### src/logic/nfc_target_defs.vh
// Constants for the active target sequencer
`ifndef NFC_TARGET_DEFS_VH
`define NFC_TARGET_DEFS_VH
// Clock rate in kHz
`define CLK_KHZ 125000
// Active response guard time in microseconds
`define ARFG_US 75
// Guard time in cycles, rounded up
`define ARFG_CYC (((`ARFG_US * `CLK_KHZ) + 999) / 1000)
// Sub-mode encodings
`define SUBMODE_DETECT 1'b0
`define SUBMODE_NORMAL 1'b1
// Bit rate codes
`define RATE_106 2'h0
`define RATE_212 2'h1
`define RATE_424 2'h2
// Protocol codes for the analog preset
`define PROTO_14443A 3'h0
`define PROTO_14443B 3'h1
`define PROTO_PROP 3'h2
`define PROTO_NFCIP 3'h3
// Reset values and timer width
`define RATE_RESET 2'h0
`define TIMER_W 24
`endif

### src/logic/interval_timer.v
// Loadable down-counter that pulses once on expiry
`timescale 1ns/1ps
module interval_timer #(
  parameter W = 24
) (
  input wire clk_in,
  input wire resetn_in,
  input wire start_in,
  input wire stop_in,
  input wire [W-1:0] len_in,
  output reg busy_out,
  output reg done_out
);
  reg [W-1:0] cnt_q;
  // Count down while busy, pulse done at zero
  always @(posedge clk_in or negedge resetn_in) begin
    if (!resetn_in) begin
      cnt_q <= {W{1'b0}};
      busy_out <= 1'b0;
      done_out <= 1'b0;
    end else begin
      done_out <= 1'b0;
      if (start_in) begin
        cnt_q <= len_in;
        busy_out <= 1'b1;
      end else if (stop_in) begin
        busy_out <= 1'b0;
      end else if (busy_out) begin
        if (cnt_q == {W{1'b0}}) begin
          busy_out <= 1'b0;
          done_out <= 1'b1;
        end else begin
          cnt_q <= cnt_q - {{(W-1){1'b0}}, 1'b1};
        end
      end
    end
  end
endmodule // interval_timer

### src/logic/nfc_active_target_sequencer.v
// Active target sequencer: field detect, rate detect, response loop
//
// Functional notes
// Target-select bit enters target operation
// Target select forces field detector enable
// All control zero gives low-power state
// Rate-detect or normal sub-mode with rate
// Host configures analog like initiator
// Host keeps repetition bits zero in loop
// Field-on in low power raises flag
// Receive watched only after mask timer
// Start-of-receive, then rate detected flag
// Auto response needs detected bit rate
// Received message ends with end flag
// Go-normal copies rate, sets normal mode
// Host sets modulation to match rate
// Field-off flag, then response field-on
// No collision: field on, guard, done flag
// Host sends reply after field-on flag
// Field off after general timer interval
// No-response timer, expiry flag
// Field-on restarts mask-receive timer
// Host clears control to return idle
// One bit selects OOK or AM
// Preset selects AM for listed protocols
`timescale 1ns/1ps
`include "nfc_target_defs.vh"
module nfc_active_target_sequencer #(
  parameter TW = `TIMER_W,
  parameter ARFG_CYCLES = `ARFG_CYC
) (
  input wire clk_in,
  input wire resetn_in,
  input wire target_select_in,
  input wire submode_wr_in,
  input wire submode_in,
  input wire auto_response_coll_avoid_in,
  input wire [7:0] op_control_in,
  input wire resp_ca_count_hi_in,
  input wire resp_ca_count_lo_in,
  input wire am_wr_in,
  input wire am_modulation_select_in,
  input wire preset_in,
  input wire [2:0] protocol_in,
  input wire [1:0] cfg_rate_in,
  input wire rate_wr_in,
  input wire [1:0] rate_wdata_in,
  input wire cmd_mask_rx_in,
  input wire cmd_go_normal_in,
  input wire cmd_transmit_in,
  input wire [TW-1:0] mask_rx_len_in,
  input wire [TW-1:0] gpt_len_in,
  input wire [TW-1:0] nrt_len_in,
  input wire ext_field_in,
  input wire collision_in,
  input wire rx_start_in,
  input wire rx_end_in,
  input wire rate_ok_in,
  input wire [1:0] rate_meas_in,
  input wire tx_done_in,
  output reg ext_field_detector_enable_out,
  output reg low_power_out,
  output reg submode_out,
  output reg [1:0] rate_def_out,
  output reg [1:0] rate_disp_out,
  output reg rx_watch_out,
  output reg rate_detect_run_out,
  output reg field_on_out,
  output reg tx_go_out,
  output reg am_modulation_select_out,
  output reg irq_eon_out,
  output reg irq_eof_out,
  output reg irq_sor_out,
  output reg irq_nfct_out,
  output reg irq_eor_out,
  output reg irq_cat_out,
  output reg irq_gpt_out,
  output reg irq_nrt_out
);
  // ----------------------------------------------------------------
  // States
  // ----------------------------------------------------------------
  localparam S_IDLE = 8'h01;
  localparam S_MASK = 8'h02;
  localparam S_RX = 8'h04;
  localparam S_WOFF = 8'h08;
  localparam S_CA = 8'h10;
  localparam S_GUARD = 8'h20;
  localparam S_TX = 8'h40;
  localparam S_NRT = 8'h80;

  reg [7:0] state_q, state_d;
  reg field_s1_q, field_s2_q, field_s3_q;
  reg coll_s1_q, coll_s2_q;
  reg rxs_s1_q, rxs_s2_q;
  reg rxe_s1_q, rxe_s2_q;
  reg rok_s1_q, rok_s2_q;
  reg txd_s1_q, txd_s2_q;
  reg rate_seen_q;
  reg [TW-1:0] guard_q;
  reg [1:0] ca_left_q;
  wire field_rise, field_fall, active, low_power_d;
  wire mask_busy, mask_done, gpt_done, nrt_done;
  wire mask_start, gpt_start, nrt_start, nrt_stop;

  // ----------------------------------------------------------------
  // Synchronisers for pin-side inputs
  // ----------------------------------------------------------------
  always @(posedge clk_in or negedge resetn_in) begin
    if (!resetn_in) begin
      field_s1_q <= 1'b0;
      field_s2_q <= 1'b0;
      field_s3_q <= 1'b0;
      coll_s1_q <= 1'b0;
      coll_s2_q <= 1'b0;
      rxs_s1_q <= 1'b0;
      rxs_s2_q <= 1'b0;
      rxe_s1_q <= 1'b0;
      rxe_s2_q <= 1'b0;
      rok_s1_q <= 1'b0;
      rok_s2_q <= 1'b0;
      txd_s1_q <= 1'b0;
      txd_s2_q <= 1'b0;
    end else begin
      field_s1_q <= ext_field_in;
      field_s2_q <= field_s1_q;
      field_s3_q <= field_s2_q;
      coll_s1_q <= collision_in;
      coll_s2_q <= coll_s1_q;
      rxs_s1_q <= rx_start_in;
      rxs_s2_q <= rxs_s1_q;
      rxe_s1_q <= rx_end_in;
      rxe_s2_q <= rxe_s1_q;
      rok_s1_q <= rate_ok_in;
      rok_s2_q <= rok_s1_q;
      txd_s1_q <= tx_done_in;
      txd_s2_q <= txd_s1_q;
    end
  end

  // Field edges seen by the detector
  assign field_rise = field_s2_q & ~field_s3_q;
  assign field_fall = ~field_s2_q & field_s3_q;
  // target operation entry
  assign active = target_select_in;
  // low-power initial target state
  assign low_power_d = target_select_in & (op_control_in == 8'h00);

  // ----------------------------------------------------------------
  // Timers
  // ----------------------------------------------------------------
  // mask-receive timer starts
  assign mask_start = (cmd_mask_rx_in & active) | ((state_q == S_NRT) & field_rise);
  // general timer starts at end of reply
  assign gpt_start = (state_q == S_TX) & txd_s2_q;
  // no-response timer after field off
  assign nrt_start = (state_q == S_TX) & gpt_done;
  assign nrt_stop = ~active | field_rise;

  interval_timer #(.W(TW)) u_mask (
    .clk_in(clk_in),
    .resetn_in(resetn_in),
    .start_in(mask_start),
    .stop_in(~active),
    .len_in(mask_rx_len_in),
    .busy_out(mask_busy),
    .done_out(mask_done)
  );
  interval_timer #(.W(TW)) u_gpt (
    .clk_in(clk_in),
    .resetn_in(resetn_in),
    .start_in(gpt_start),
    .stop_in(~active),
    .len_in(gpt_len_in),
    .busy_out(),
    .done_out(gpt_done)
  );
  interval_timer #(.W(TW)) u_nrt (
    .clk_in(clk_in),
    .resetn_in(resetn_in),
    .start_in(nrt_start),
    .stop_in(nrt_stop),
    .len_in(nrt_len_in),
    .busy_out(),
    .done_out(nrt_done)
  );

  // ----------------------------------------------------------------
  // Sequence state machine
  // ----------------------------------------------------------------
  always @* begin
    state_d = state_q;
    case (state_q)
      S_IDLE: begin
        if (active & field_rise) begin
          state_d = S_MASK;
        end
      end
      S_MASK: begin
        // field lost before receive still leads to the field-off flag and the response check
        if (field_fall) begin
          state_d = S_WOFF;
        end else if (mask_done) begin
          state_d = S_RX;
        end
      end
      S_RX: begin
        if (field_fall) begin
          state_d = S_WOFF;
        end
      end
      S_WOFF: begin
        // response only with a detected rate or in normal sub-mode
        if (auto_response_coll_avoid_in & rate_seen_q) begin
          state_d = S_CA;
        end else begin
          state_d = S_IDLE;
        end
      end
      S_CA: begin
        // own field on when no collision
        if (coll_s2_q) begin
          state_d = S_IDLE;
        end else if (ca_left_q == 2'h0) begin
          state_d = S_GUARD;
        end
      end
      S_GUARD: begin
        if (guard_q == {TW{1'b0}}) begin
          state_d = S_TX;
        end
      end
      S_TX: begin
        if (gpt_done) begin
          state_d = S_NRT;
        end
      end
      S_NRT: begin
        if (field_rise) begin
          state_d = S_MASK;
        end else if (nrt_done) begin
          state_d = S_IDLE;
        end
      end
      default: begin
        state_d = S_IDLE;
      end
    endcase
    if (!active) begin
      state_d = S_IDLE;
    end
  end

  // ----------------------------------------------------------------
  // Registered state, counters and outputs
  // ----------------------------------------------------------------
  always @(posedge clk_in or negedge resetn_in) begin
    if (!resetn_in) begin
      state_q <= S_IDLE;
      guard_q <= {TW{1'b0}};
      ca_left_q <= 2'h0;
      rate_seen_q <= 1'b0;
      ext_field_detector_enable_out <= 1'b0;
      low_power_out <= 1'b0;
      submode_out <= `SUBMODE_DETECT;
      rate_def_out <= `RATE_RESET;
      rate_disp_out <= `RATE_RESET;
      rx_watch_out <= 1'b0;
      rate_detect_run_out <= 1'b0;
      field_on_out <= 1'b0;
      tx_go_out <= 1'b0;
      am_modulation_select_out <= 1'b0;
      irq_eon_out <= 1'b0;
      irq_eof_out <= 1'b0;
      irq_sor_out <= 1'b0;
      irq_nfct_out <= 1'b0;
      irq_eor_out <= 1'b0;
      irq_cat_out <= 1'b0;
      irq_gpt_out <= 1'b0;
      irq_nrt_out <= 1'b0;
    end else begin
      state_q <= state_d;
      // detector enabled with target select
      ext_field_detector_enable_out <= target_select_in;
      low_power_out <= low_power_d;
      // field-on event flag
      irq_eon_out <= active & field_rise & ((state_q == S_IDLE) | (state_q == S_NRT));
      // field-off event flag
      irq_eof_out <= ((state_q == S_MASK) | (state_q == S_RX)) & field_fall;
      // receiver watched after mask expiry
      rx_watch_out <= (state_q == S_RX);
      // start of receive and rate recognition
      irq_sor_out <= (state_q == S_RX) & rxs_s2_q;
      if ((state_q == S_RX) & rxs_s2_q & (submode_out == `SUBMODE_DETECT)) begin
        rate_detect_run_out <= 1'b1;
      end else if (rate_detect_run_out & rok_s2_q) begin
        rate_detect_run_out <= 1'b0;
      end else if (!active) begin
        rate_detect_run_out <= 1'b0;
      end
      irq_nfct_out <= rate_detect_run_out & rok_s2_q;
      if (rate_detect_run_out & rok_s2_q) begin
        rate_disp_out <= rate_meas_in;
        rate_seen_q <= 1'b1;
      end else if (!active) begin
        rate_seen_q <= 1'b0;
      end
      // end-of-receive flag
      irq_eor_out <= (state_q == S_RX) & rxe_s2_q;
      // sub-mode and rate definition
      if (cmd_go_normal_in & active) begin
        rate_def_out <= rate_disp_out;
        submode_out <= `SUBMODE_NORMAL;
      end else begin
        if (rate_wr_in) begin
          rate_def_out <= rate_wdata_in;
        end
        if (submode_wr_in) begin
          submode_out <= submode_in;
        end
      end
      if (submode_out == `SUBMODE_NORMAL) begin
        rate_seen_q <= 1'b1;
      end
      // repetition count from the two bits
      if (state_q == S_WOFF) begin
        ca_left_q <= {resp_ca_count_hi_in, resp_ca_count_lo_in};
      end else if ((state_q == S_CA) & (ca_left_q != 2'h0)) begin
        ca_left_q <= ca_left_q - 2'h1;
      end
      // guard time then done flag
      if (state_d == S_GUARD && state_q != S_GUARD) begin
        guard_q <= ARFG_CYCLES[TW-1:0];
      end else if ((state_q == S_GUARD) & (guard_q != {TW{1'b0}})) begin
        guard_q <= guard_q - {{(TW-1){1'b0}}, 1'b1};
      end
      irq_cat_out <= (state_q == S_GUARD) & (guard_q == {TW{1'b0}});
      // own field drive
      field_on_out <= (state_d == S_GUARD) | (state_d == S_TX);
      tx_go_out <= (state_q == S_TX) & cmd_transmit_in;
      irq_gpt_out <= gpt_done;
      // no-response expiry flag
      irq_nrt_out <= nrt_done & (state_q == S_NRT);
      // modulation select
      if (preset_in) begin
        am_modulation_select_out <= (protocol_in == `PROTO_14443B) |
          (protocol_in == `PROTO_PROP) |
          ((protocol_in == `PROTO_NFCIP) &
           ((cfg_rate_in == `RATE_212) | (cfg_rate_in == `RATE_424)));
      end else if (am_wr_in) begin
        am_modulation_select_out <= am_modulation_select_in;
      end
    end
  end
endmodule // nfc_active_target_sequencer

### config.mk
export PLATFORM = sky130hd
export DESIGN_NAME = nfc_active_target_sequencer
export DESIGN_NICKNAME = d
export VERILOG_FILES = /design/src/logic/interval_timer.v /design/src/logic/nfc_active_target_sequencer.v
export VERILOG_INCLUDE_DIRS = /design/src /design/src/logic
export SDC_FILE = /design/constraint.sdc
export NUM_CORES = 1
export LEC_CHECK = 0
export CORE_AREA = 2 2 109 121
export DETAILED_ROUTE_END_ITERATION = 16
export DIE_AREA = 0 0 111 123
export DONT_BUFFER_PORTS = 1
export HOLD_SLACK_MARGIN = 0.05
export PLACE_DENSITY = 0.75
export SETUP_SLACK_MARGIN = 0.02
export SYNTH_ARGS = -nofsm -noshare
export SYNTH_HDL_FRONTEND = slang
export SYNTH_SLANG_ARGS = --single-unit
### constraint.sdc
create_clock -name clk_in -period 3.05 [get_ports clk_in]
set_input_delay 0.1525 -clock clk_in [delete_from_list [all_inputs] [get_ports clk_in]]
set_output_delay 0.1525 -clock clk_in [all_outputs]
set_load 0.02 [all_outputs]
==> flow_metrics.py, run 1 <==
metrics = {
    "status": {
        "outcome": "finished, violations left",
        "violations": "hold timing",
    },
    "synth": {
        "ys.warnings.count": 0,
        "synth_edf_count": 0,
        "async_flop_share": 1.00,
        "yosysUniqueCellTypes": 58,
        "ys_seq_elements": 146,
        "synth_top_area_frac": 0.496,
        "synthCells": 776,
        "synth_area_um2": 7320,
        "yosys.area.top_type": "dfrtp_1",
        "synth_ff_type": "dfrtp_1",
        "synth_area_leaders": "dfrtp_1 (50%), xnor2_1 (6.5%), nor2_1 (4.7%), nand2_1 (4.4%), o21ai_0 (3.8%)",
        "synth_nets": 892,
        "yosysSeqAreaShare": 0.499,
        "syn_avg_cell_area_um2": 9.44,
    },
    "global_routing": {
        "antenna_found_initial": 0,
        "overflow": 0,
        "grt_pass1_wl_um": 28500,
        "grt_max_degree": 147,
        "track_usage": 0.259,
        "grt_pass1_vias": 6075,
    },
    "layout": {
        "diodes": 0,
        "syn_to_final_growth_pct": 21.7,
        "nNetsFinal": 989,
        "fill_cells": 873,
        "layout-drive-gt1-share": 0.0680,
    },
    "drt": {
        "drt_first_iter_violations": 357,
        "firstDrtPassIters": 5,
        "route.vias.total": 6124,
        "drc": 0,
        "avgViaCountPerCell": 5.89,
        "routed_wl_um": 17100,
        "antenna_left": 0,
        "routedWlPerCell_um": 16.5,
    },
    "setup_path": {
        "worstPathMaxFanout": 16,
        "slowest_delay_ps": 750,
        "cp.arrival_ps": 3120,
        "worst-path-stages": 6,
        "reg2reg_depth": 6,
        "crit_type": "flip-flop to flip-flop",
        "critPathBufInv": 0,
        "slowest_stage": "or4b_2",
        "crit_chain": "or4_1 -> or4b_2 -> o21ai_2 -> or3_1 -> xor2_1 -> nor2_1",
        "cp_top_family": "simple AND/OR/NAND/NOR gates",
        "required_ps": 3330,
        "end_kind": "flip-flop",
        "critPathLaunchType": "flip-flop",
    },
    "die": {
        "initial_core_util": 0.589,
        "rows": 43,
        "die_y_um": 123,
        "core_um2": 12400,
        "dieArea_um2": 13700,
        "io_pins": 130,
        "dieWidth_um": 111,
    },
    "timing": {
        "rsz0062_at_grt": "no",
        "setup_viol": 0,
        "final_max_slew_viol_count": 0,
        "fmax_mhz": 353,
        "worstMarginPinSlew_ps": 773,
        "fin_hold_ws_ps": -581,
        "fin_crit_sh": 0.930,
        "setup_tns_ps": 0,
        "layout_setup_ws_ps": 214,
        "slew_headroom": 0.477,
        "clock_skew_ps": 7.04,
        "hold_violations": 146,
        "period_needed_ps": 2840,
    },
    "pwr": {
        "max-vdd-ir-drop_mv": 0.438,
        "p_leak_nw": 3.54,
        "power_density_nw_per_um2": 498,
    },
    "clocking": {
        "ctsHoldBuffers": 98,
        "cts_tree": "yes",
        "cts_root_buf": "clkbuf_16",
        "post_cts.repair.setup_buffers": 0,
        "clock_sinks": 146,
        "htree_levels": 4,
        "clk_pin_slew_ps": 60,
        "cts-resized-gates": 0,
        "clk_latency_ps": 430,
        "numCtsBuffers": 17,
        "cts_buffer_depth": 2,
    },
    "placement": {
        "gp_congestion": 0.861,
        "place_ws_ps": 234,
        "place_hpwl_um": 10600,
        "port_buffers": 0,
    },
    "job": {
        "drv_cap": 0,
    },
    "min_path": {
        "min_path_type": "input port to asynchronous set/reset pin",
    },
}
-- cell type report --
cell class / instances / area [µm²] / area share
flip-flops and latches: 146 / 3650 / 0.410
multi-input cells: 586 / 3460 / 0.388
repair buffers: 105 / 1030 / 0.116
clock buffers: 23 / 468 / 0.0525
well taps: 157 / 196 / 0.0220
inverters: 17 / 63.8 / 0.00716
clock inverters: 6 / 35.0 / 0.00393
-- per-layer routing --
layer	up-vias	GRT usage	routed length, µm
met5	-	0	0
met4	0	0.0984	428
met3	38	0.0564	748
met2	174	0.457	8810
met1	2975	0.316	7160
li1	2937	-	-
-- state kept, by name (all words and copies together), names as in the netlist, 2 cells and up --
name	flops
guard_q	24
u_gpt.cnt_q	24
u_mask.cnt_q	24
u_nrt.cnt_q	24
state_q	8
ca_left_q	2
rate_def_out	2
rate_disp_out	2
-- cell families (layout without fill, tap and decap cells) --
logic type	Yosys count	after routing	synth area share
AOI/OAI and AO/OA	137	137	0.109
xor gates and xnor gates	77	77	0.0921
adders and majority gates	6	6	0.0103
buffers and inverters	44	151	0.0285
DFF	146	146	0.499
muxes	8	8	0.0113
and+or+nand+nor	358	358	0.250
-- synthesized netlist by cell type, types with 6 or more instances --
master,instances
mux2i_1,6
nand2b_1,10
nand3_1,25
nor3_1,31
ha_1,6
clkbuf_1,21
nor2_1,92
a21oi_1,38
or3_1,19
inv_1,17
or2_2,7
and2_1,6
dfrtp_1,145
o21ai_0,56
nor4_1,34
or4_1,10
a31oi_1,8
xor2_1,23
xnor2_1,54
nand2_1,86
-- path summary, 6_finish.rpt --
kind,startpoint,end,slack [ps]
hold / removal,resetn_in,u_mask.cnt_q[11],-580
min in group clk_in,target_select_in,state_q[6],130
setup / recovery,guard_q[18],guard_q[11],210
max in group asynchronous,resetn_in,state_q[0],3420
hold reg to reg,rxs_s1_q,rxs_s2_q,350
setup reg to reg,guard_q[18],guard_q[11],210
-- through the flow --
step / cells / area (µm²) / hold WS (ps) / total power, W / utilization
4_1_cts: 1040 / 8910 / -593 / 0.00446 / 0.717
3_5_place_dp: 913 / 7430 / -139 / 0.00253 / 0.598
5_1_grt: 1040 / 8910 / -595 / 0.00462 / 0.717
2_1_floorplan: 776 / 7320 / -143 / 0.00246 / -
6_report: 1040 / 8910 / -581 / 0.00444 / 0.717
3_3_place_gp: 913 / 7430 / -140 / 0.00251 / 0.598
-- cell usage in the layout, fill, tap and decap left out, types with 19 or more instances in the layout --
| cell type | Yosys | final |
|---|---|---|
| nor3_1 | 31 | 31 |
| nand2_1 | 86 | 86 |
| nor2_1 | 92 | 92 |
| xor2_1 | 23 | 23 |
| xnor2_1 | 54 | 54 |
| o21ai_0 | 56 | 55 |
| a21oi_1 | 38 | 38 |
| nand3_1 | 25 | 25 |
| or3_1 | 19 | 19 |
| dfrtp_1 | 145 | 145 |
| nor4_1 | 34 | 34 |
| dlygate4sd3_1 | 0 | 98 |
-- where the power goes --
group | leakage [nW] | switching, W | total [W] | internal (W)
clock network | 0.245 | 0.000754 | 0.00181 | 0.00106
logic | 1.54 | 0.000197 | 0.000436 | 0.000239
registers | 1.76 | 0.000132 | 0.00219 | 0.00206
No activity file was read; power rests on OpenSTA's default activity.
==> run 2: changes to the inputs <==
--- a/config.mk
+++ b/config.mk
@@ -6,12 +6,13 @@
 export SDC_FILE = /design/constraint.sdc
 export NUM_CORES = 1
 export LEC_CHECK = 0
-export CORE_AREA = 2 2 109 121
+export ABC_AREA = 1
+export CORE_AREA = 2 2 117 130
 export DETAILED_ROUTE_END_ITERATION = 16
-export DIE_AREA = 0 0 111 123
+export DIE_AREA = 0 0 119 132
 export DONT_BUFFER_PORTS = 1
 export HOLD_SLACK_MARGIN = 0.05
-export PLACE_DENSITY = 0.75
+export PLACE_DENSITY = 0.86
 export SETUP_SLACK_MARGIN = 0.02
 export SYNTH_ARGS = -nofsm -noshare
 export SYNTH_HDL_FRONTEND = slang
==> run 2 against run 1 <==
Compared with the run above: the flow still finishes with violations (hold timing); maximum frequency rose by 12%; sequential power fell by 2%; die area up 15%; register-to-register slack gained 350 ps; critical endpoint is now guard_q[8]; highest routed layer unchanged.
==> flow_metrics.py, run 2 <==
metrics = {
    "status": {
        "outcome": "finished, violations left",
        "violations": "hold timing",
    },
    "layout": {
        "seq_area_um2": 3650,
        "multiInputGateArea_um2": 4180,
        "syn_to_final_growth_pct": 18.7,
        "fill_cells": 1093,
        "final_cell_mix": "nand2_1 (250), nor2_1 (194), dfrtp_1 (145)",
        "layout_commonest_cell": "nand2_1",
        "diodes": 0,
        "layout-drive-gt1-share": 0.0622,
        "nNetsFinal": 1342,
    },
    "synth": {
        "synth_edf_count": 0,
        "synth_simple_gate_area_frac": 0.322,
        "yosys.area.top_type": "dfrtp_1",
        "synth_top_family_by_area": "simple AND/OR/NAND/NOR gates",
        "synth_common_cells": "nand2_1 (250), nor2_1 (194), dfrtp_1 (145)",
        "synth_mux_area_frac": 0,
        "ys.warnings.count": 0,
        "syn_avg_cell_area_um2": 7.49,
        "synth_area_leaders": "dfrtp_1 (43%), nand2_1 (11%), nor2_1 (8.6%), inv_1 (5.6%), nand3_1 (4.8%)",
        "synth_top_area_frac": 0.426,
        "yosysUniqueCellTypes": 51,
        "async_flop_share": 1.00,
        "synth-adder-area-share": 0.00882,
        "synth-xor-area-share": 0.0463,
        "synth_area_um2": 8510,
        "synth_compound_area_frac": 0.114,
        "ys_seq_elements": 146,
        "yosysSeqAreaShare": 0.429,
        "yosysMostFrequentCell": "nand2_1",
        "synth_ff_type": "dfrtp_1",
        "synth_nets": 1252,
        "synthCells": 1136,
    },
    "setup_path": {
        "critPathBufInv": 4,
        "crit_chain": "dlygate4sd3_1 -> inv_1 -> nor2_1 -> inv_1 -> nand3_1 -> nand3_1 -> nor2_2 -> nand4_2 -> nand3_1 -> inv_1",
        "slowest_stage": "dlygate4sd3_1",
        "r2r_slack_ps": 560,
        "worstPathMaxFanout": 20,
        "slowest_delay_ps": 970,
        "crit_type": "input port to flip-flop",
        "r2r_start": "state_q[0]",
        "cp.arrival_ps": 2840,
        "critPathLaunchType": "input port",
        "required_ps": 3360,
        "cp_top_family": "buffers and inverters",
        "end_kind": "flip-flop",
        "reg2reg_depth": 9,
        "timing.rr.end": "u_gpt.cnt_q[3]",
    },
    "global_routing": {
        "overflow": 0,
        "grt_pass1_vias": 7796,
        "grt_max_degree": 147,
        "grtUsageMet1": 0.337,
        "top_usage_layer": "met2",
        "grt_pass1_wl_um": 35200,
        "antenna_found_initial": 0,
        "track_usage": 0.275,
        "met2_usage": 0.470,
        "use_met3": 0.0510,
    },
    "timing": {
        "slew_headroom": 0.553,
        "worstMarginPinSlew_ps": 668,
        "rsz0062_at_grt": "no",
        "clock_skew_ps": 6.65,
        "final_max_slew_viol_count": 0,
        "setup_viol": 0,
        "fin_hold_ws_ps": -563,
        "setup_tns_ps": 0,
        "fmax_mhz": 395,
        "fin_crit_sh": 0.831,
        "period_needed_ps": 2530,
        "hold_violations": 146,
    },
    "die": {
        "core_um2": 14300,
        "die_y_um": 132,
        "initial_core_util": 0.594,
        "io_pins": 130,
        "rows": 46,
        "dieArea_um2": 15700,
        "dieWidth_um": 119,
    },
    "drt": {
        "avgViaCountPerCell": 5.66,
        "route.vias.total": 8095,
        "antenna_left": 0,
        "firstDrtPassIters": 5,
        "drt_first_iter_violations": 584,
        "routed_wl_um": 21300,
        "drc": 0,
        "routedWlPerCell_um": 14.9,
    },
    "pwr": {
        "max-vdd-ir-drop_mv": 0.379,
        "p_leak_nw": 4.67,
        "power_density_nw_per_um2": 457,
    },
    "clocking": {
        "htree_levels": 4,
        "clock_sinks": 146,
        "clk_latency_ps": 420,
        "cts-resized-gates": 0,
        "cts_tree": "yes",
        "cts_root_buf": "clkbuf_16",
        "numCtsBuffers": 17,
        "clk_pin_slew_ps": 60,
        "post_cts.repair.setup_buffers": 0,
        "ctsHoldBuffers": 94,
        "cts_buffer_depth": 2,
    },
    "placement": {
        "port_buffers": 0,
        "gp_congestion": 0.916,
        "place_hpwl_um": 14000,
    },
    "min_path": {
        "min_path_type": "input port to asynchronous set/reset pin",
    },
    "job": {
        "drv_cap": 0,
    },
}
[run 2: changes by cell type after synthesis, sizes merged, moves of 15 or more]
cell / before / now
inv: 17 / 132
a21oi: 38 / 17
nor2: 92 / 203
nand3: 26 / 84
buf: 5 / 23
or4: 16 / 1
or3: 20 / 0
o211ai: 5 / 34
nand2: 86 / 259
nor4: 35 / 9
nand4: 3 / 27
clkbuf: 21 / 4
xnor2: 54 / 8
[run 2: worst max path at each step]
stage / depth (start not counted) / from / endpoint / slack, ps
2_1_floorplan: 12 / u_gpt.cnt_q[0] / u_gpt.cnt_q[20] / 1180
3_3_place_gp: 9 / state_q[0] / u_gpt.cnt_q[3] / 700
3_5_place_dp: 9 / state_q[0] / u_gpt.cnt_q[3] / 560
4_1_cts: 10 / target_select_in / guard_q[8] / 510
5_1_grt: 10 / target_select_in / guard_q[20] / 250
6_report: 10 / target_select_in / guard_q[8] / 520
[run 2: final cells by class]
cell class	count	area share
clock buffers	25	0.0481
flip-flops and latches	146	0.362
repair buffers	98	0.0974
well taps	192	0.0238
inverters	132	0.0491
multi-input cells	831	0.414
clock inverters	6	0.00545
[run 2: metal layers]
| metal | routed length (µm) | vias to the layer above |
|---|---|---|
| met3 | 1150 | 49 |
| met2 | 10600 | 295 |
| met4 | 575 | 0 |
| li1 | - | 3904 |
| met1 | 8960 | 3847 |
| met5 | 0 | - |
[run 2: through the flow]
| step | power (W) | worst slack (ps) | utilization | cells | area, µm² |
|---|---|---|---|---|---|
| finish | 0.00462 | 517 | 0.705 | 1430 | 10100 |
| global route | 0.00480 | 252 | 0.705 | 1430 | 10100 |
| CTS | 0.00462 | 506 | 0.705 | 1430 | 10100 |
| detailed placement | 0.00258 | 558 | 0.601 | 1305 | 8620 |
| global placement | 0.00257 | 696 | 0.601 | 1305 | 8620 |
| floorplan | 0.00250 | 1180 | - | 1136 | 8510 |
[run 2: cell families (layout without fill, tap and decap cells)]
family / Yosys count / after routing
AND/OR/NAND/NOR: 627 / 627
buffers and inverters: 159 / 261
AO/OA/AOI/OAI: 153 / 153
flip-flops: 146 / 146
XOR/XNOR: 45 / 45
adder cells (fa/ha/maj): 6 / 6
[run 2: power by group]
part	total (W)	internal, W	switching, W
Combinational	0.000535	0.000239	0.000296
Clock	0.00194	0.00117	0.000764
Sequential	0.00215	0.00204	0.000104
